<file path="src/design/mfdr_defines.vh">
`ifndef MFDR_DEFINES_VH
`define MFDR_DEFINES_VH

// System clock and sample stream
`define MFDR_CLK_HZ        50000000
`define MFDR_SAMPLE_HZ     8000
`define MFDR_SAMPLE_DIV    (`MFDR_CLK_HZ / `MFDR_SAMPLE_HZ)

// Millisecond figures of the signal timing
`define MFDR_SIG_ACC_MS    30
`define MFDR_SIG_REJ_MS    10
`define MFDR_KP_ACC_MS     30
`define MFDR_KP_SURE_MS    55
`define MFDR_BRIDGE_MS     10
`define MFDR_SKEW_MS       4
`define MFDR_PAUSE_MS      25

// Least times round up, longest times round down
`define MFDR_MS2SMP_UP(ms) (((ms) * `MFDR_SAMPLE_HZ + 999) / 1000)
`define MFDR_MS2SMP_DN(ms) (((ms) * `MFDR_SAMPLE_HZ) / 1000)

// Tone grid: bit i of a tone vector is F0 + i * STEP
`define MFDR_TONES         6
`define MFDR_F0_HZ         700
`define MFDR_F_STEP_HZ     200

// Tolerance is 1.5 percent plus 5 Hz, rounded down to whole Hz
`define MFDR_TOL_PERMILLE  15
`define MFDR_TOL_OFS_HZ    5
`define MFDR_TOL(f)        (((f) * `MFDR_TOL_PERMILLE) / 1000 + `MFDR_TOL_OFS_HZ)

// Levels in dB below 0 dBm0
`define MFDR_LVL_ACC_DB    25
`define MFDR_LVL_REJ_DB    35
`define MFDR_LVL_LIM_DB    6'h1E
`define MFDR_TWIST_DB      6'h06

// Host codes of the control signals
`define MFDR_CODE_KP       4'hA
`define MFDR_CODE_MT       4'hB
`define MFDR_CODE_TA       4'hC
`define MFDR_CODE_TB       4'hD
`define MFDR_CODE_TC       4'hE

`endif

</file>
<file path="src/design/mfdr_receiver.v">
`timescale 1ns/10ps
`include "mfdr_defines.vh"

// Notes on behaviour
// - Work only on mu-law coded channels
// - Map tone pairs to digits and controls
// - Tone valid within 1.5 percent plus 5 Hz
// - Pair levels may differ up to 6 dB
// - Accept 0 to -25 dBm0, reject -35
// - Report after 30 ms, never below 10
// - Opening pulse accepted at 30 ms, rejected below 10
// - Bridge dropouts shorter than 10 ms
// - Components may start or stop 4 ms apart
// - Reject coincidence shorter than 10 ms
// - Gaps over 25 ms separate signals
// - Keep up with ten signals per second
// - Locked: report nothing until opening pulse
// - Any terminator relocks the receiver
// - Unlocked: ignore repeated opening pulses
// - More than two tones: report nothing
module mfdr_receiver #(
    parameter SAMPLE_DIV = `MFDR_SAMPLE_DIV
) (
    // Clock and reset
    input  wire        CLK_SYS_IN,
    input  wire        ARST_N_IN,
    // Tone filter front end
    input  wire [5:0]  TONE_PRESENT_IN,
    input  wire [47:0] TONE_DEV_IN,
    input  wire [35:0] TONE_LEVEL_IN,
    // Channel coding strap
    input  wire        CODING_ALAW_IN,
    // Host side
    output reg  [3:0]  DIGIT_CODE_OUT,
    output reg         DIGIT_VALID_OUT,
    output wire        LOCKED_OUT,
    output wire        CODING_FAULT_OUT
);

    // One-hot decision states
    localparam [2:0] ST_IDLE = 3'h1;
    localparam [2:0] ST_TONE = 3'h2;
    localparam [2:0] ST_GAP  = 3'h4;

    // Sample counts of the timing figures, cut to the counter width
    localparam integer SIG_THR_I = `MFDR_MS2SMP_UP(`MFDR_SIG_ACC_MS);
    localparam integer KP_THR_I  = `MFDR_MS2SMP_UP(`MFDR_KP_ACC_MS);
    localparam integer REJ_I     = `MFDR_MS2SMP_UP(`MFDR_SIG_REJ_MS);
    localparam integer BRIDGE_I  = `MFDR_MS2SMP_DN(`MFDR_BRIDGE_MS);
    localparam [9:0]   SIG_THR   = SIG_THR_I[9:0];
    localparam [9:0]   KP_THR    = KP_THR_I[9:0];
    localparam [9:0]   REJ_SMP   = REJ_I[9:0];
    localparam [9:0]   BRIDGE    = BRIDGE_I[9:0];
    localparam [9:0]   DUR_MAX   = 10'h3FF;

    // Strap synchroniser and settled coding flag
    reg        alaw_s1_reg;
    reg        alaw_s2_reg;
    reg        alaw_s3_reg;
    reg        alaw_reg;

    // Decision state
    reg [2:0]  state_reg;
    reg [2:0]  state_next;
    reg [3:0]  code_reg;
    reg [3:0]  code_next;
    reg [9:0]  dur_reg;
    reg [9:0]  dur_next;
    reg [9:0]  gap_reg;
    reg [9:0]  gap_next;
    reg        bad_reg;
    reg        bad_next;
    reg        done_reg;
    reg        done_next;
    reg        locked_reg;
    reg        locked_next;
    reg [3:0]  out_code_next;
    reg        out_valid_next;

    // Per-sample analysis
    wire       tick;
    wire [5:0] tone_ok;
    reg  [2:0] n_valid;
    reg  [5:0] lvl_a;
    reg  [5:0] lvl_b;
    reg        got_a;
    reg  [5:0] twist;
    reg  [3:0] pair_code;
    reg        pair_known;
    wire       pair_ok;
    wire       excess;
    wire       same;
    wire [9:0] dur_inc;
    wire [9:0] thr;
    wire       fire;
    wire       is_term;
    integer    i;

    // Three-stage strap sampler, change taken when stages two and three agree
    always @(posedge CLK_SYS_IN or negedge ARST_N_IN) begin
        if (!ARST_N_IN) begin
            alaw_s1_reg <= 1'b0;
            alaw_s2_reg <= 1'b0;
            alaw_s3_reg <= 1'b0;
            alaw_reg    <= 1'b0;
        end else begin
            alaw_s1_reg <= CODING_ALAW_IN;
            alaw_s2_reg <= alaw_s1_reg;
            alaw_s3_reg <= alaw_s2_reg;
            if (alaw_s2_reg == alaw_s3_reg) begin
                alaw_reg <= alaw_s3_reg;
            end
        end
    end

    // Sample enable stops on an unsupported coding
    mfdr_tick_div #(
        .DIV       (SAMPLE_DIV)
    ) u_tick (
        .clk_in    (CLK_SYS_IN),
        .arst_n_in (ARST_N_IN),
        .en_in     (~alaw_reg),
        .tick_out  (tick)
    );

    // One qualifier per tone, tolerance scaled to its nominal frequency
    genvar g;
    generate
        for (g = 0; g < `MFDR_TONES; g = g + 1) begin : g_tone
            localparam integer TOL_I =
                `MFDR_TOL(`MFDR_F0_HZ + `MFDR_F_STEP_HZ * g);
            mfdr_tone_qual #(
                .TOL        (TOL_I[7:0])
            ) u_qual (
                .present_in (TONE_PRESENT_IN[g]),
                .dev_in     (TONE_DEV_IN[g*8 +: 8]),
                .lvl_in     (TONE_LEVEL_IN[g*6 +: 6]),
                .valid_out  (tone_ok[g])
            );
        end
    endgenerate

    // Count valid tones and pick the levels of the first and the last
    always @* begin
        n_valid = 3'h0;
        lvl_a   = 6'h00;
        lvl_b   = 6'h00;
        got_a   = 1'b0;
        for (i = 0; i < `MFDR_TONES; i = i + 1) begin
            if (tone_ok[i]) begin
                n_valid = n_valid + 3'h1;
                if (!got_a) begin
                    lvl_a = TONE_LEVEL_IN[i*6 +: 6];
                    got_a = 1'b1;
                end else begin
                    lvl_b = TONE_LEVEL_IN[i*6 +: 6];
                end
            end
        end
        if (lvl_a > lvl_b) begin
            twist = lvl_a - lvl_b;
        end else begin
            twist = lvl_b - lvl_a;
        end
    end

    // Pair map; bit 0 is the lowest tone, bit 5 the highest
    always @* begin
        pair_known = 1'b1;
        case (tone_ok)
            6'h03:   pair_code = 4'h1;
            6'h05:   pair_code = 4'h2;
            6'h06:   pair_code = 4'h3;
            6'h09:   pair_code = 4'h4;
            6'h0A:   pair_code = 4'h5;
            6'h0C:   pair_code = 4'h6;
            6'h11:   pair_code = 4'h7;
            6'h12:   pair_code = 4'h8;
            6'h14:   pair_code = 4'h9;
            6'h18:   pair_code = 4'h0;
            6'h24:   pair_code = `MFDR_CODE_KP;
            6'h30:   pair_code = `MFDR_CODE_MT;
            6'h22:   pair_code = `MFDR_CODE_TA;
            6'h28:   pair_code = `MFDR_CODE_TB;
            6'h21:   pair_code = `MFDR_CODE_TC;
            default: begin
                pair_code  = 4'h0;
                pair_known = 1'b0;
            end
        endcase
    end

    // A pair counts only with exactly two tones inside the twist window
    assign pair_ok = (n_valid == 3'h2) & pair_known
                   & (twist <= `MFDR_TWIST_DB);
    assign excess  = (n_valid > 3'h2);
    assign same    = pair_ok & (pair_code == code_reg);

    // Coincidence counter saturates so a stuck tone cannot wrap
    assign dur_inc = (dur_reg == DUR_MAX) ? dur_reg : dur_reg + 10'h001;

    // Opening pulse uses its own acceptance time
    assign thr = (code_reg == `MFDR_CODE_KP) ? KP_THR : SIG_THR;

    // Fires once, exactly when coincidence reaches the threshold;
    // thresholds never sit below the rejection time.
    // Idle is excluded: a stale count there must not report a new pair
    assign fire = same & ~bad_reg & ~done_reg & (state_reg != ST_IDLE)
                & (dur_inc == thr) & (thr > REJ_SMP);

    assign is_term = (code_reg == `MFDR_CODE_MT)
                   | (code_reg == `MFDR_CODE_TA)
                   | (code_reg == `MFDR_CODE_TB)
                   | (code_reg == `MFDR_CODE_TC);

    // Decision state machine, advanced once per sample
    always @* begin
        state_next     = state_reg;
        code_next      = code_reg;
        dur_next       = dur_reg;
        gap_next       = gap_reg;
        bad_next       = bad_reg;
        done_next      = done_reg;
        locked_next    = locked_reg;
        out_code_next  = DIGIT_CODE_OUT;
        out_valid_next = 1'b0;
        if (alaw_reg) begin
            state_next = ST_IDLE;
        end else if (tick) begin
            case (state_reg)
                ST_IDLE: begin
                    // Lone tone of a skewed start is simply waited out
                    if (pair_ok) begin
                        state_next = ST_TONE;
                        code_next  = pair_code;
                        dur_next   = 10'h001;
                        gap_next   = 10'h000;
                        bad_next   = 1'b0;
                        done_next  = 1'b0;
                    end
                end
                ST_TONE: begin
                    if (excess) begin
                        bad_next = 1'b1;
                    end else if (same) begin
                        dur_next = dur_inc;
                    end else if (pair_ok) begin
                        // New pair with no pause starts a fresh signal
                        code_next = pair_code;
                        dur_next  = 10'h001;
                        bad_next  = 1'b0;
                        done_next = 1'b0;
                    end else begin
                        state_next = ST_GAP;
                        gap_next   = 10'h001;
                    end
                end
                ST_GAP: begin
                    if (excess) begin
                        bad_next = 1'b1;
                        gap_next = 10'h000;
                    end else if (same) begin
                        // Short dropout: same signal resumes
                        state_next = ST_TONE;
                        gap_next   = 10'h000;
                        dur_next   = dur_inc;
                    end else if (pair_ok) begin
                        state_next = ST_TONE;
                        code_next  = pair_code;
                        dur_next   = 10'h001;
                        gap_next   = 10'h000;
                        bad_next   = 1'b0;
                        done_next  = 1'b0;
                    end else if (gap_reg + 10'h001 >= BRIDGE) begin
                        // Pause long enough: signal is over
                        state_next = ST_IDLE;
                        gap_next   = 10'h000;
                    end else begin
                        gap_next = gap_reg + 10'h001;
                    end
                end
                default: begin
                    state_next = ST_IDLE;
                    gap_next   = 10'h000;
                end
            endcase

            // Acceptance and the lock sequence
            if (fire) begin
                done_next = 1'b1;
                if (locked_reg) begin
                    if (code_reg == `MFDR_CODE_KP) begin
                        locked_next    = 1'b0;
                        out_code_next  = code_reg;
                        out_valid_next = 1'b1;
                    end
                end else if (code_reg == `MFDR_CODE_KP) begin
                    // Repeat opening pulse is consumed silently
                    out_valid_next = 1'b0;
                end else begin
                    out_code_next  = code_reg;
                    out_valid_next = 1'b1;
                    if (is_term) begin
                        locked_next = 1'b1;
                    end
                end
            end
        end
    end

    // State and host registers
    always @(posedge CLK_SYS_IN or negedge ARST_N_IN) begin
        if (!ARST_N_IN) begin
            state_reg       <= ST_IDLE;
            code_reg        <= 4'h0;
            dur_reg         <= 10'h000;
            gap_reg         <= 10'h000;
            bad_reg         <= 1'b0;
            done_reg        <= 1'b0;
            locked_reg      <= 1'b1;
            DIGIT_CODE_OUT  <= 4'h0;
            DIGIT_VALID_OUT <= 1'b0;
        end else begin
            state_reg       <= state_next;
            code_reg        <= code_next;
            dur_reg         <= dur_next;
            gap_reg         <= gap_next;
            bad_reg         <= bad_next;
            done_reg        <= done_next;
            locked_reg      <= locked_next;
            DIGIT_CODE_OUT  <= out_code_next;
            DIGIT_VALID_OUT <= out_valid_next;
        end
    end

    // Status straight from flip-flops
    assign LOCKED_OUT       = locked_reg;
    assign CODING_FAULT_OUT = alaw_reg;

endmodule

</file>
<file path="src/design/mfdr_tick_div.v">
`timescale 1ns/10ps
`include "mfdr_defines.vh"

// Sample-rate enable divider
module mfdr_tick_div #(
    parameter DIV = `MFDR_SAMPLE_DIV
) (
    // Clock and reset
    input  wire clk_in,
    input  wire arst_n_in,
    // Control
    input  wire en_in,
    // Sample enable
    output reg  tick_out
);

    // Terminal count cut to the counter width on purpose
    localparam integer LAST_I = DIV - 1;
    localparam [12:0]  LAST   = LAST_I[12:0];

    reg [12:0] cnt_reg;

    // Counter parks at zero while disabled, so no stale tick leaks out
    always @(posedge clk_in or negedge arst_n_in) begin
        if (!arst_n_in) begin
            cnt_reg  <= 13'h0000;
            tick_out <= 1'b0;
        end else if (!en_in) begin
            cnt_reg  <= 13'h0000;
            tick_out <= 1'b0;
        end else if (cnt_reg == LAST) begin
            cnt_reg  <= 13'h0000;
            tick_out <= 1'b1;
        end else begin
            cnt_reg  <= cnt_reg + 13'h0001;
            tick_out <= 1'b0;
        end
    end

endmodule

</file>
<file path="src/design/mfdr_tone_qual.v">
`timescale 1ns/10ps
`include "mfdr_defines.vh"

// Qualifies one tone of the front end
module mfdr_tone_qual #(
    parameter [7:0] TOL = 8'h0F
) (
    // Front end measures
    input  wire       present_in,
    input  wire [7:0] dev_in,
    input  wire [5:0] lvl_in,
    // Verdict
    output wire       valid_out
);

    // Band and level window; weak tones below the limit are dropped
    assign valid_out = present_in
                     & (dev_in <= TOL)
                     & (lvl_in <= `MFDR_LVL_LIM_DB);

endmodule

</file>
<file path="config.mk">
export PLATFORM = sky130hd
export DESIGN_NAME = mfdr_receiver
export DESIGN_NICKNAME = d
export VERILOG_FILES = /design/src/design/mfdr_receiver.v /design/src/design/mfdr_tick_div.v /design/src/design/mfdr_tone_qual.v
export VERILOG_INCLUDE_DIRS = /design/src /design/src/design
export SDC_FILE = /design/constraint.sdc
export NUM_CORES = 1
export LEC_CHECK = 0
export BUFFER_PORTS_ARGS = -buffer_cell sky130_fd_sc_hd__buf_2
export CORE_ASPECT_RATIO = 0.9
export CORE_MARGIN = 4
export CORE_UTILIZATION = 45
export DETAILED_ROUTE_END_ITERATION = 10
export MAX_ROUTING_LAYER = met4
export PLACE_DENSITY = 0.67
export SLEW_MARGIN = 10
export SYNTH_ARGS = -nofsm -noshare
export SYNTH_HDL_FRONTEND = slang
export SYNTH_SLANG_ARGS = --single-unit
</file>
<file path="constraint.sdc">
create_clock -name CLK_SYS_IN -period 3.5 [get_ports CLK_SYS_IN]
set_clock_uncertainty 0.15 [all_clocks]
set_input_delay 0.175 -clock CLK_SYS_IN [delete_from_list [all_inputs] [get_ports CLK_SYS_IN]]
set_output_delay 0.175 -clock CLK_SYS_IN [all_outputs]
set_load 0.02 [all_outputs]
</file>
==> impl_table.tex, run 1 <==
\begin{tabular}{lr}
\hline
Metric & Value \\
\hline
\multicolumn{2}{l}{\textbf{Worst setup path}} \\
Reg2Reg Capture Point & DIGIT\_CODE\_OUT[2]\$\_DFFE\_PN0P\_ \\
Startpoint type of the worst setup path & primary input \\
Startpoint-to-endpoint class of the critical path & primary input to flop \\
Crit Reg-Reg Startpoint & dur\_reg[0]\$\_DFFE\_PN0P\_ \\
Worst endpoint required time & $\sim$3.5 ns \\
Data arrival, critical path & about 5.0 ns \\
Worst Setup End Kind & flop \\
Critical path launch point & TONE\_DEV\_IN[15] \\
Maximum net fanout on the critical path & 6 \\
R2r worst-path depth & 12 \\
R2r setup slk & around 0.23 ns \\
\multicolumn{2}{l}{\textbf{Floorplan}} \\
I/O pin total & 100 \\
Vertical die dimension & roughly 110 um \\
Row count & 35 \\
Starting density of the core & a little under half \\
Die area & between 10,000 and 15,000 um\^{}2 \\
Horizontal die dimension & around 120 um \\
Core region area & 10,500 um\^{}2 \\
\multicolumn{2}{l}{\textbf{Clocking}} \\
Clk Latency, worst-skew pair & 0.30 ns \\
Clock-pin slew on the worst setup and hold paths & $\sim$0.070 ns \\
Bufs on Longest Clock Path & 2 \\
Number of buffers added by the clock tree synthesis step & 5 \\
Clk sinks & 53 \\
TritonCTS clock tree & done \\
Cell at the root of the clock tree & clkbuf\_16 \\
CTS HTree Levels & 2 \\
\multicolumn{2}{l}{\textbf{Drt}} \\
Iter 0 DRT Violations & between 300 and 400 \\
Vias & between 5,000 and 6,000 \\
Total routed wirelength & around 15 mm \\
Number of vias per cell & about 5.7 \\
First-pass detailed-route iteration total & 5 \\
ANT nets after route & 0 \\
Total DRC errors in the routed layout & 0 \\
Routed wirelength normalized by instance count & $\sim$16 um \\
\multicolumn{2}{l}{\textbf{Finish}} \\
Summed area of non-filler cells in the final layout & $\sim$7300 um\^{}2 \\
Layout overhead on the synthesized area & 47.7\% \\
Final core utilization & between 60\% and 70\% \\
Filler cell count & 830 \\
Number of nets in the finished design & 949 \\
Number of cells in the finished layout apart from fillers & between 900 and 1,000 \\
Number of antenna diodes & 0 \\
Max FFs per register & 13 \\
Layout cell share with drive strength beyond 1 & between 40\% and 50\% \\
\multicolumn{2}{l}{\textbf{Timing}} \\
Worst Max-Slew Pin Slew & 0.819 ns \\
Period minus WS final & slightly below 5 ns \\
Slack of the critical path & -1.46 ns \\
Hold\_ws & $\sim$0.21 ns \\
Relative slew slack & 44.0\% \\
Final-report max-slew violation count & 0 \\
Setup repair after global routing missed its margin & yes \\
Final worst-path cycle share & 142\% \\
Hold violation total from the final report & 0 \\
Number of failing setup endpoints in the final timing report & 35 \\
Highest clock frequency the design can meet & just over 200 MHz \\
\multicolumn{2}{l}{\textbf{Logic synthesis}} \\
Top cells by count, synth & dfrtp\_1 (51), nor2\_1 (50), nand2\_1 (49) \\
Post-synth EDFFs & 0 \\
Primary flip-flop cell chosen by synthesis mapping & dfrtp\_1 \\
Share of the yosys chip area belonging to registers & 27.0\% \\
Synth unique cells & 95 \\
Leading cell type by number of instances after synthesis & dfrtp\_1 \\
Area share of the largest cell type after synthesis & 25.9\% \\
Number of nets produced by synthesis & between 700 and 800 \\
Share of synthesized registers carrying an async set or reset & 100\% \\
Mean cell area of the mapped netlist & around 8.4 um\^{}2 \\
Yosys Warn Count & 0 \\
Most area-hungry cell type in the Yosys netlist & dfrtp\_1 \\
Synthesized instance count & 586 \\
Flops \& latches, synth & between 50 and 60 \\
Main area contributors after synthesis & dfrtp\_1 (26\%), ha\_1 (6.6\%), a21oi\_1 (4.3\%) \\
Netlist Area Pre-Place & approximately 4900 um\^{}2 \\
\multicolumn{2}{l}{\textbf{Global routing}} \\
Initial antenna violation count & 0 \\
Global-route total usage across every layer & 24.5\% \\
Remaining global-route overflow & 0 \\
Pin count of the biggest net entering global routing & 35 \\
Vias in the first global route & about 5,300 \\
Global-route wire length before repair & $\sim$25 mm \\
\multicolumn{2}{l}{\textbf{Min path}} \\
Min-Delay Startpoint & alaw\_s1\_reg\$\_DFF\_PN0\_ \\
Hold Path Depth & 0 \\
Worst-case hold path end point & alaw\_s2\_reg\$\_DFF\_PN0\_ \\
Tightest Hold Check Type & flop to flop \\
\multicolumn{2}{l}{\textbf{Power and ir drop}} \\
Pwr Total & between 1500 and 2000 uW \\
Power density relative to cell area & about 220 nW/um\^{}2 \\
Static Leakage & approximately 0.0034 uW \\
Maximum ir drop on the vdd rail & approximately 240 uV \\
\multicolumn{2}{l}{\textbf{Job}} \\
Max capacitance violation total & 0 \\
\multicolumn{2}{l}{\textbf{Placement}} \\
GPL Wtd Cong & 0.971 \\
Post-DP HPWL & 11.6 mm \\
Instance area after placement & about 6600 um\^{}2 \\
Instance count after placement with tap cells included & 928 \\
Count of port buffers added during placement & 92 \\
\multicolumn{2}{l}{\textbf{Status}} \\
Outcome & finished with violations \\
Violated checks & setup timing \\
\hline
\end{tabular}
==> cell families (layout without fill, tap and decap cells) <==
group / count (synthesis) / after routing / synth area share, %
flip-flops: 53 / 53 / 27.0
other: 2 / 2 / 0.153
XOR/XNOR: 24 / 24 / 4.83
AND/OR/NAND/NOR: 236 / 236 / 25.3
multiplexers: 23 / 23 / 5.54
buffers and inverters: 47 / 290 / 4.68
adder cells (fa/ha/maj): 29 / 29 / 7.63
AO/OA/AOI/OAI: 172 / 172 / 24.9
==> what timing repair did <==
item / 4_1_cts / 5_1_grt
pin swaps: 22 / 12
endpoints found under the hold margin: 32 / 0
gates cloned: 0 / 0
setup endpoints to repair: 35 / 35
hold buffers: 2 / 0
setup buffers: 14 / 8
resized for setup: 49 / 27
==> layer usage <==
layer	vias up	wire length [um]	GRT usage [%]
met5	-	0	-
met4	0	142	4.10
met3	14	865	3.69
met2	148	7200	40.1
met1	2614	7020	33.1
li1	2669	-	-
==> power breakdown <==
group	internal, uW	switching [uW]
Sequential	621	11.8
Clock	409	235
Combinational	166	153
Total	1200	399
==> through the flow <==
step	setup slack, ns	TNS (ns)
after floorplan	-1.68	-53.40
after global placement	-1.68	-55.52
after detailed placement	-1.79	-58.94
after CTS	-1.37	-44.20
after global routing	-1.70	-54.66
final	-1.46	-46.94
==> worst max path at each step <==
stage / endpoint / cells after the start / slack [ns]
floorplan: code_reg[0]$_DFFE_PN0P_ / 25 / -1.68
global placement: gap_reg[5]$_DFFE_PN0P_ / 26 / -1.68
detailed placement: gap_reg[1]$_DFFE_PN0P_ / 26 / -1.79
CTS: gap_reg[1]$_DFFE_PN0P_ / 26 / -1.37
global route: state_reg[1]$_DFFE_PN0P_ / 27 / -1.70
finish: gap_reg[1]$_DFFE_PN0P_ / 26 / -1.46
==> critical path, stage by stage <==
cell      delay [ns]
buf_6           0.09
or4b_4          0.52
a211oi_2        0.18
o21ai_2         0.11
ha_4            0.20
nor2_4          0.13
nor3_4          0.08
a22oi_2         0.19
o21ai_2         0.08
mux2_4          0.26
mux2_4          0.28
ha_4            0.17
inv_4           0.05
fa_2            0.20
a21oi_2         0.07
o211a_1         0.23
or2_4           0.25
mux4_2          0.23
nor2_2          0.03
a311o_1         0.28
nor4_2          0.26
buf_4           0.19
buf_6           0.12
nand2b_4        0.11
a21o_1          0.19
mux2_1          0.34
==> cell type report <==
type | instances | area [um^2] | area share (%)
multi-input cells | 486 | 3740 | 51.5
repair buffers | 252 | 1730 | 23.8
flip-flops and latches | 53 | 1330 | 18.3
well taps | 129 | 161 | 2.22
clock buffers | 5 | 125 | 1.72
inverters | 30 | 115 | 1.58
clock inverters | 3 | 65.1 | 0.895
==> layout by cell type (no fill, tap or decap), types with 6 or more instances in the layout <==
cell and n:
buf_2 91, o21ai_0 17, nor2_1 45, a21oi_1 29, buf_6 7, a21o_1 11
a21oi_2 14, o21ai_1 6, xor2_1 10, nor3_1 18, mux2_4 8, xnor2_1 12
nand4_1 7, o21ai_2 10, nand2b_1 12, buf_4 149, and3_1 12, ha_1 22
inv_1 28, mux2_2 9, nand3_1 25, nand2_1 46, dfrtp_1 51, a22o_1 10
Power figures use the tool's default switching activity.
==> run 2: changes to the inputs <==
Settings changed: ABC_AREA set to 1, CORE_MARGIN 4 to 2.
==> run 2 against run 1 <==
  * Non-clock buffer count shrank 16
  * Design area grew 6.3%
  * Via count grew 3.9%
  * Core utilization shrank 1.0 points
  * Die area shrank 2.8%
  * The run still ends with setup timing left
  * Count of clock-buffer cells in the layout grew 1
  * Register-to-register slack gained 0.35 ns
  * Wire length shrank 8.5%
  * Power grew 2.2%
  * Flip-flop and latch count is the same
  * Worst setup slack gained 1.0 ns
==> impl_table.tex, run 2 <==
\begin{tabular}{lr}
\hline
Metric & Value \\
\hline
\multicolumn{2}{l}{\textbf{Status}} \\
Violated checks & setup timing \\
Outcome & finished with violations \\
\multicolumn{2}{l}{\textbf{Logic synthesis}} \\
Flops \& latches, synth & 53 (unchanged) \\
Number of nets produced by synthesis & 911 (+29\%) \\
Leading cell type by number of instances after synthesis & nand2\_1 \\
Most area-hungry cell type in the Yosys netlist & dfrtp\_1 \\
Synth unique cells & 55 (-42\%) \\
Mean cell area of the mapped netlist & 6.52 um\^{}2 (-22\%) \\
Post-synth EDFFs & 0 (unchanged) \\
Top cells by count, synth & nand2\_1 (207), inv\_1 (130), nor2\_1 (89) \\
Netlist Area Pre-Place & 5150 um\^{}2 (+4.7\%) \\
Yosys Warn Count & 0 (unchanged) \\
Share of synthesized registers carrying an async set or reset & 100\% (unchanged) \\
Primary flip-flop cell chosen by synthesis mapping & dfrtp\_1 \\
Area share of the largest cell type after synthesis & 24.8\% (-1.2 points) \\
Share of the yosys chip area belonging to registers & 25.8\% (-1.2 points) \\
Main area contributors after synthesis & dfrtp\_1 (25\%), nand2\_1 (15\%), inv\_1 (9.5\%) \\
Synthesized instance count & 790 (+35\%) \\
\multicolumn{2}{l}{\textbf{Timing}} \\
Hold\_ws & 0.192 ns (-0.0165 ns) \\
Hold violation total from the final report & 0 (unchanged) \\
Slack of the critical path & -0.427 ns (+1.04 ns) \\
Final-report max-slew violation count & 0 (unchanged) \\
Worst Max-Slew Pin Slew & 0.645 ns (-0.174 ns) \\
Highest clock frequency the design can meet & 255 MHz (+26\%) \\
Period minus WS final & 3.93 ns (-1.04 ns) \\
Number of failing setup endpoints in the final timing report & 35 (unchanged) \\
Relative slew slack & 56.9\% (+13 points) \\
Setup repair after global routing missed its margin & yes \\
Final worst-path cycle share & 112\% (-30 points) \\
\multicolumn{2}{l}{\textbf{Worst setup path}} \\
Startpoint type of the worst setup path & primary input \\
Delay of the slowest cell on the worst path & 0.36 ns (-0.16 ns) \\
Worst Setup End Kind & flop \\
Slowest CP cell & fa\_2 \\
Startpoint-to-endpoint class of the critical path & primary input to flop \\
Maximum net fanout on the critical path & 6 (unchanged) \\
Worst endpoint required time & 3.59 ns (+0.06 ns) \\
Largest delay share family, worst path & compound AO/OA/AOI/OAI gates \\
Data arrival, critical path & 4.02 ns (-0.97 ns) \\
Buffers plus inverters on the worst setup path & 5 (+1) \\
\multicolumn{2}{l}{\textbf{Finish}} \\
Filler cell count & 1,008 (+21\%) \\
Leading cell types in the layout, fill and taps excluded & nand2\_1 (174), buf\_4 (125), inv\_1 (113), buf\_2 (86), nor2\_1 (76) \\
Layout overhead on the synthesized area & 50.0\% \\
Layout cell share with drive strength beyond 1 & 41.0\% (-3.4 points) \\
Max FFs per register & 13 (unchanged) \\
Number of nets in the finished design & 1,150 (+21\%) \\
Most common library cell in the layout ignoring fill and taps & nand2\_1 \\
Final core utilization & 68.4\% (-1.0 points) \\
Number of antenna diodes & 0 (unchanged) \\
\multicolumn{2}{l}{\textbf{Job}} \\
Max capacitance violation total & 0 (unchanged) \\
\multicolumn{2}{l}{\textbf{Drt}} \\
Iter 0 DRT Violations & 427 (+31\%) \\
WL met1 & 6.72 mm (-4.3\%) \\
Top Metal Used & met4 \\
Total DRC errors in the routed layout & 0 (unchanged) \\
Total routed wirelength & 13.9 mm (-8.5\%) \\
ANT nets after route & 0 (unchanged) \\
Vias & 5,657 (+3.9\%) \\
Routed wirelength normalized by instance count & 11.8 um (-26\%) \\
WL met3 & 319 um (-63\%) \\
Number of vias per cell & 4.77 (-16\%) \\
First-pass detailed-route iteration total & 5 (unchanged) \\
Met2 wire len & 6.81 mm (-5.5\%) \\
\multicolumn{2}{l}{\textbf{Power and ir drop}} \\
Power density relative to cell area & 211 nW/um\^{}2 (-3.9\%) \\
Switching component of the power & 512 uW (+28\%) \\
Internal power consumption & 1120 uW (-6.6\%) \\
Static Leakage & 0.00413 uW (+20\%) \\
Share of power burned in combinational logic & 29.8\% (+9.8 points) \\
Clock power share & 30.3\% (-10 points) \\
Sequential Power Share & 39.9\% (+0.2 points) \\
Maximum ir drop on the vdd rail & 216 uV (-11\%) \\
Switching Fraction & 31.4\% (+6.4 points) \\
\multicolumn{2}{l}{\textbf{Global routing}} \\
Global-route wire length before repair & 24.0 mm (-5.0\%) \\
Remaining global-route overflow & 0 (unchanged) \\
Initial antenna violation count & 0 (unchanged) \\
Pin count of the biggest net entering global routing & 36 (+2.9\%) \\
Global-route total usage across every layer & 24.0\% (-0.58 points) \\
Vias in the first global route & 5,617 (+5.3\%) \\
\multicolumn{2}{l}{\textbf{Clocking}} \\
Clk Latency, worst-skew pair & 0.30 ns (about the same) \\
Number of buffers added by the clock tree synthesis step & 5 (unchanged) \\
Bufs on Longest Clock Path & 2 (unchanged) \\
Clock-pin slew on the worst setup and hold paths & 0.07 ns (about the same) \\
TritonCTS clock tree & done \\
CTS HTree Levels & 2 (unchanged) \\
Cell at the root of the clock tree & clkbuf\_16 \\
Clk sinks & 53 (unchanged) \\
\multicolumn{2}{l}{\textbf{Floorplan}} \\
I/O pin total & 100 (unchanged) \\
Starting density of the core & 45.6\% (-1.4 points) \\
Die area & 12,300 um\^{}2 (-2.8\%) \\
Vertical die dimension & 106 um (-1.6\%) \\
Core region area & 11,300 um\^{}2 (+7.9\%) \\
Horizontal die dimension & 117 um (-1.2\%) \\
Row count & 37 (+5.7\%) \\
\multicolumn{2}{l}{\textbf{Min path}} \\
Tightest Hold Check Type & primary input to asynchronous set/reset pin \\
\multicolumn{2}{l}{\textbf{Placement}} \\
GPL Wtd Cong & 0.935 (-3.7\%) \\
Post-DP HPWL & 10.5 mm (-9.4\%) \\
Count of port buffers added during placement & 92 (unchanged) \\
\hline
\end{tabular}
## run 2: cell count changes after synthesis, moves of 18 or more
cell | previous run | this run
nand3_1 | 26 | 53
inv_1 | 30 | 130
nand2_2 | 1 | 19
nor2_1 | 50 | 89
a21oi_1 | 42 | 20
nand2_1 | 49 | 207
## run 2: layout make-up
type                            instances  area (um^2)  share of cell area (%)
Clock buffer                            6          129                    1.67
Clock inverter                          2         13.8                   0.178
Inverter                              143          581                    7.51
Multi-Input combinational cell        590         3810                    49.4
Sequential cell                        53         1330                    17.2
Tap cell                              156          195                    2.53
Timing Repair Buffer                  236         1670                    21.6
## run 2: repair_timing
action,CTS,global route
pin swaps,52,54
endpoints found under the setup margin,35,35
resized for setup,58,77
buffers inserted,18,12
hold endpoints to repair,19,0
cloned,2,0
hold buffers,2,0
## run 2: worst paths after layout
path | from | end | slack (ns) | cells after the start
min in group CLK_SYS_IN | alaw_s1_reg$_DFF_PN0_ | alaw_s2_reg$_DFF_PN0_ | 0.21 | 0
max in group asynchronous | ARST_N_IN | LOCKED_OUT$_DFFE_PN1P_ | 2.19 | 3
min | ARST_N_IN | u_tick.cnt_reg[12]$_DFF_PN0_ | 0.19 | 2
max | TONE_DEV_IN[9] | gap_reg[1]$_DFFE_PN0P_ | -0.43 | 29
max reg2reg | dur_reg[0]$_DFFE_PN0P_ | DIGIT_CODE_OUT[0]$_DFFE_PN0P_ | 0.58 | 15
min reg2reg | alaw_s1_reg$_DFF_PN0_ | alaw_s2_reg$_DFF_PN0_ | 0.21 | 0
## run 2: worst reg2reg max path, stage by stage, from the launching register on
cell,delay (ns)
dfrtp_1,0.41
ha_1,0.21
nand3_1,0.12
nor2_1,0.18
nand3_1,0.14
nor2_1,0.15
nand2_1,0.20
xor2_1,0.24
nor2_1,0.14
nand3_1,0.08
nor2_1,0.22
nand3_4,0.11
nor2_4,0.17
nand2_4,0.11
nand2_2,0.09
o21ai_1,0.06
## run 2: per-stage QoR
| step | instances | worst slack, ns | power [uW] | TNS, ns | instance area [um^2] |
|---|---|---|---|---|---|
| 6_report | 1186 | -0.427 | 1630 | -11.88 | 7730 |
| 5_1_grt | 1186 | -0.735 | 1720 | -22.66 | 7730 |
| 4_1_cts | 1175 | -0.371 | 1590 | -11.30 | 7340 |
| 3_5_place_dp | 1145 | -0.904 | 1060 | -28.15 | 6800 |
| 3_3_place_gp | 1145 | -0.831 | 1060 | -26.24 | 6800 |
| 2_1_floorplan | 790 | -0.430 | 888 | -12.02 | 5330 |
## run 2: logic make-up (layout without fill, tap and decap cells)
group                      count (synthesis)  count (layout)  share of synthesized area (%)
and+or+nand+nor                          436             438                           40.4
buffers and inverters                    149             387                           11.3
AOI/OAI and AO/OA                        101             101                           11.7
DFF                                       53              53                           25.8
adders and majority gates                 29              29                           7.29
xor gates and xnor gates                  20              20                           3.40
other                                      2               2                          0.146
## run 2: power by group through the flow
stage / combinational (uW) / clock [uW] / sequential (uW)
after CTS: 440 / 502 / 648
after detailed placement: 399 / 0 / 660
after global placement: 396 / 0 / 660
after floorplan: 234 / 0 / 654
final: 485 / 494 / 650
after global routing: 540 / 532 / 652
## run 2: per-layer routing
metal	vias up	global-route usage, %
met5	-	-
met1	2590	32.2
li1	2976	-
met2	81	39.6
met4	0	3.36
met3	10	3.11
==> run 3: changes to the inputs <==
Settings changed: CORE_UTILIZATION 45 to 55, PLACE_DENSITY 0.67 to 0.79, SKIP_CTS_REPAIR_TIMING set to 1.
Clock period 3.5 ns to 4.7 ns, I/O delays scaled along.
==> run 3 against run 2 <==
  * The run now ends clean
  * Combinational power is 43% lower
  * Non-clock buffer count shrank 81
  * Global-route usage is 3.6 points higher
  * Design area decreased by 17%
  * Critical path depth up 5
  * Hold slack improved by 0.015 ns
  * Via count down 3.8%
==> impl_table.tex, run 3 (synthesis results as in run 2) <==
\begin{tabular}{lr}
\hline
Metric & Value \\
\hline
\multicolumn{2}{l}{\textbf{Worst setup path}} \\
Worst Setup End Kind & flop \\
Startpoint type of the worst setup path & primary input \\
Largest delay share family, worst path & simple AND/OR/NAND/NOR gates \\
Worst endpoint required time & 4.76 ns (+1.17 ns) \\
Reg2Reg Capture Point & DIGIT\_CODE\_OUT[3]\$\_DFFE\_PN0P\_ \\
Startpoint-to-endpoint class of the critical path & primary input to flop \\
Maximum net fanout on the critical path & 5 (-1) \\
Delay of the slowest cell on the worst path & 0.44 ns (+0.08 ns) \\
R2r worst-path depth & 16 (+1) \\
R2r setup slk & 1.75 ns (+1.17 ns) \\
Number of logic stages on the critical path including buffering & 34 (+17\%) \\
Critical path's most frequent cell & nand2\_1 \\
Data arrival, critical path & 4.39 ns (+0.37 ns) \\
Crit Reg-Reg Startpoint & dur\_reg[0]\$\_DFFE\_PN0P\_ \\
Buffers plus inverters on the worst setup path & 6 (+1) \\
Slowest CP cell & fa\_1 \\
\multicolumn{2}{l}{\textbf{Global routing}} \\
Global-route wire length before repair & 22.7 mm (-5.6\%) \\
Vias in the first global route & 5,248 (-6.6\%) \\
Initial antenna violation count & 0 (unchanged) \\
Remaining global-route overflow & 0 (unchanged) \\
Global-route total usage across every layer & 27.6\% (+3.6 points) \\
Pin count of the biggest net entering global routing & 54 (+50\%) \\
\multicolumn{2}{l}{\textbf{Drt}} \\
Vias & 5,444 (-3.8\%) \\
Total DRC errors in the routed layout & 0 (unchanged) \\
Number of vias per cell & 5.09 (+6.8\%) \\
Routed wirelength normalized by instance count & 11.9 um (+1.5\%) \\
First-pass detailed-route iteration total & 5 (unchanged) \\
Iter 0 DRT Violations & 289 (-32\%) \\
Total routed wirelength & 12.8 mm (-8.5\%) \\
ANT nets after route & 0 (unchanged) \\
\multicolumn{2}{l}{\textbf{Placement}} \\
Count of port buffers added during placement & 92 (unchanged) \\
Instance area after placement & 6150 um\^{}2 (-9.4\%) \\
GPL Wtd Cong & 0.909 (-2.8\%) \\
Post-DP HPWL & 10.6 mm (+0.48\%) \\
\multicolumn{2}{l}{\textbf{Finish}} \\
Most common library cell in the layout ignoring fill and taps & nand2\_1 \\
Max FFs per register & 13 (unchanged) \\
Leading cell types in the layout, fill and taps excluded & nand2\_1 (207), inv\_1 (129), buf\_2 (92), nor2\_1 (89), buf\_4 (59) \\
Layout cell share with drive strength beyond 1 & 25.2\% (-16 points) \\
Filler cell count & 779 (-23\%) \\
Number of antenna diodes & 0 (unchanged) \\
Layout overhead on the synthesized area & 23.8\% \\
Final core utilization & 69.9\% (+1.5 points) \\
Number of nets in the finished design & 1,067 (-7.2\%) \\
Summed area of non-filler cells in the final layout & 6380 um\^{}2 (-17\%) \\
\multicolumn{2}{l}{\textbf{Power and ir drop}} \\
Power density relative to cell area & 178 nW/um\^{}2 (-16\%) \\
Maximum ir drop on the vdd rail & 181 uV (-16\%) \\
Static Leakage & 0.00359 uW (-13\%) \\
\multicolumn{2}{l}{\textbf{Clocking}} \\
Clock-pin slew on the worst setup and hold paths & 0.11 ns (+0.04 ns) \\
CTS HTree Levels & 2 (unchanged) \\
Bufs on Longest Clock Path & 2 (unchanged) \\
Clk sinks & 53 (unchanged) \\
Clk Latency, worst-skew pair & 0.32 ns (+0.02 ns) \\
TritonCTS clock tree & done \\
Number of buffers added by the clock tree synthesis step & 5 (unchanged) \\
Cell at the root of the clock tree & clkbuf\_8 \\
\multicolumn{2}{l}{\textbf{Floorplan}} \\
Starting density of the core & 56.5\% (+11 points) \\
I/O pin total & 100 (unchanged) \\
Row count & 33 (-11\%) \\
Core region area & 9130 um\^{}2 (-19\%) \\
Die area & 10,200 um\^{}2 (-18\%) \\
Horizontal die dimension & 106 um (-9.2\%) \\
Vertical die dimension & 95.8 um (-9.2\%) \\
\multicolumn{2}{l}{\textbf{Timing}} \\
Final-report max-slew violation count & 0 (unchanged) \\
Highest clock frequency the design can meet & 231 MHz \\
Relative slew slack & 57.0\% (+0.15 points) \\
Period minus WS final & 4.33 ns \\
Hold violation total from the final report & 0 (unchanged) \\
Final worst-path cycle share & around 92\% \\
Number of failing setup endpoints in the final timing report & 0 (-100\%) \\
Worst Max-Slew Pin Slew & 0.645 ns (+0.000194 ns) \\
\multicolumn{2}{l}{\textbf{Min path}} \\
Tightest Hold Check Type & flop to flop \\
Min-Delay Startpoint & alaw\_s1\_reg\$\_DFF\_PN0\_ \\
Worst-case hold path end point & alaw\_s2\_reg\$\_DFF\_PN0\_ \\
Hold Path Depth & 0 \\
\multicolumn{2}{l}{\textbf{Job}} \\
Max capacitance violation total & 0 (unchanged) \\
\multicolumn{2}{l}{\textbf{Status}} \\
Outcome & completed \\
\hline
\end{tabular}
run 3: cell types whose count changed in the layout (fill, tap and decap cells not counted), sizes merged:
| cell | change |
|---|---|
| buf | -81 |
| bufinv | +2 |
| clkbuf | -1 |
| clkinv | -2 |
| inv | +1 |
| nand3 | -1 |
| nand3b | -1 |
run 3: per-layer routing:
metal,vias up,wire length [um],global-route usage [%]
li1,2807,-,-
met1,2474,5900,36.4
met2,145,6130,46.6
met3,18,584,3.11
met4,0,137,5.48
met5,-,0,-
run 3: how the worst max path moves through the flow:
stage | start | end
4_1_cts | TONE_DEV_IN[15] | DIGIT_CODE_OUT[3]$_DFFE_PN0P_
5_1_grt | TONE_DEV_IN[9] | state_reg[2]$_DFFE_PN0P_
3_5_place_dp | TONE_DEV_IN[15] | DIGIT_CODE_OUT[3]$_DFFE_PN0P_
3_3_place_gp | TONE_DEV_IN[9] | DIGIT_CODE_OUT[1]$_DFFE_PN0P_
6_report | TONE_DEV_IN[9] | state_reg[2]$_DFFE_PN0P_
2_1_floorplan | TONE_DEV_IN[7] | DIGIT_CODE_OUT[1]$_DFFE_PN0P_
run 3: layout make-up:
cell class,count,area (um^2),area share [%]
Multi-Input combinational cell,588,3260,51.1
Sequential cell,53,1330,20.8
Timing Repair Buffer,155,963,15.1
Tap cell,122,153,2.39
Inverter,143,538,8.44
Clock buffer,5,68.8,1.08
Clock inverter,3,68.8,1.08
run 3: report_power, final:
group | internal, uW | leakage [uW] | total [uW] | switching [uW]
Sequential | 470 | 0.000689 | 482 | 12.0
Combinational | 117 | 0.00283 | 278 | 161
Clock | 215 | 0.0000687 | 376 | 161
Total | 801 | 0.00359 | 1130 | 334
run 3: per-stage QoR:
| stage | power, uW | worst slack [ns] | hold slack (ns) | instances | setup TNS [ns] |
|---|---|---|---|---|---|
| final | 1130 | 0.373 | 0.207 | 1069 | 0 |
| after global routing | 1200 | -0.00287 | 0.219 | 1069 | -0.00562 |
| after CTS | 1130 | 0.0285 | -0.129 | 1062 | 0 |
| after detailed placement | 760 | -0.308 | 0.190 | 1054 | -7.36 |
| after global placement | 751 | -0.0691 | 0.195 | 1054 | -0.614 |
| after floorplan | 647 | 0.0699 | -0.211 | 790 | 0 |
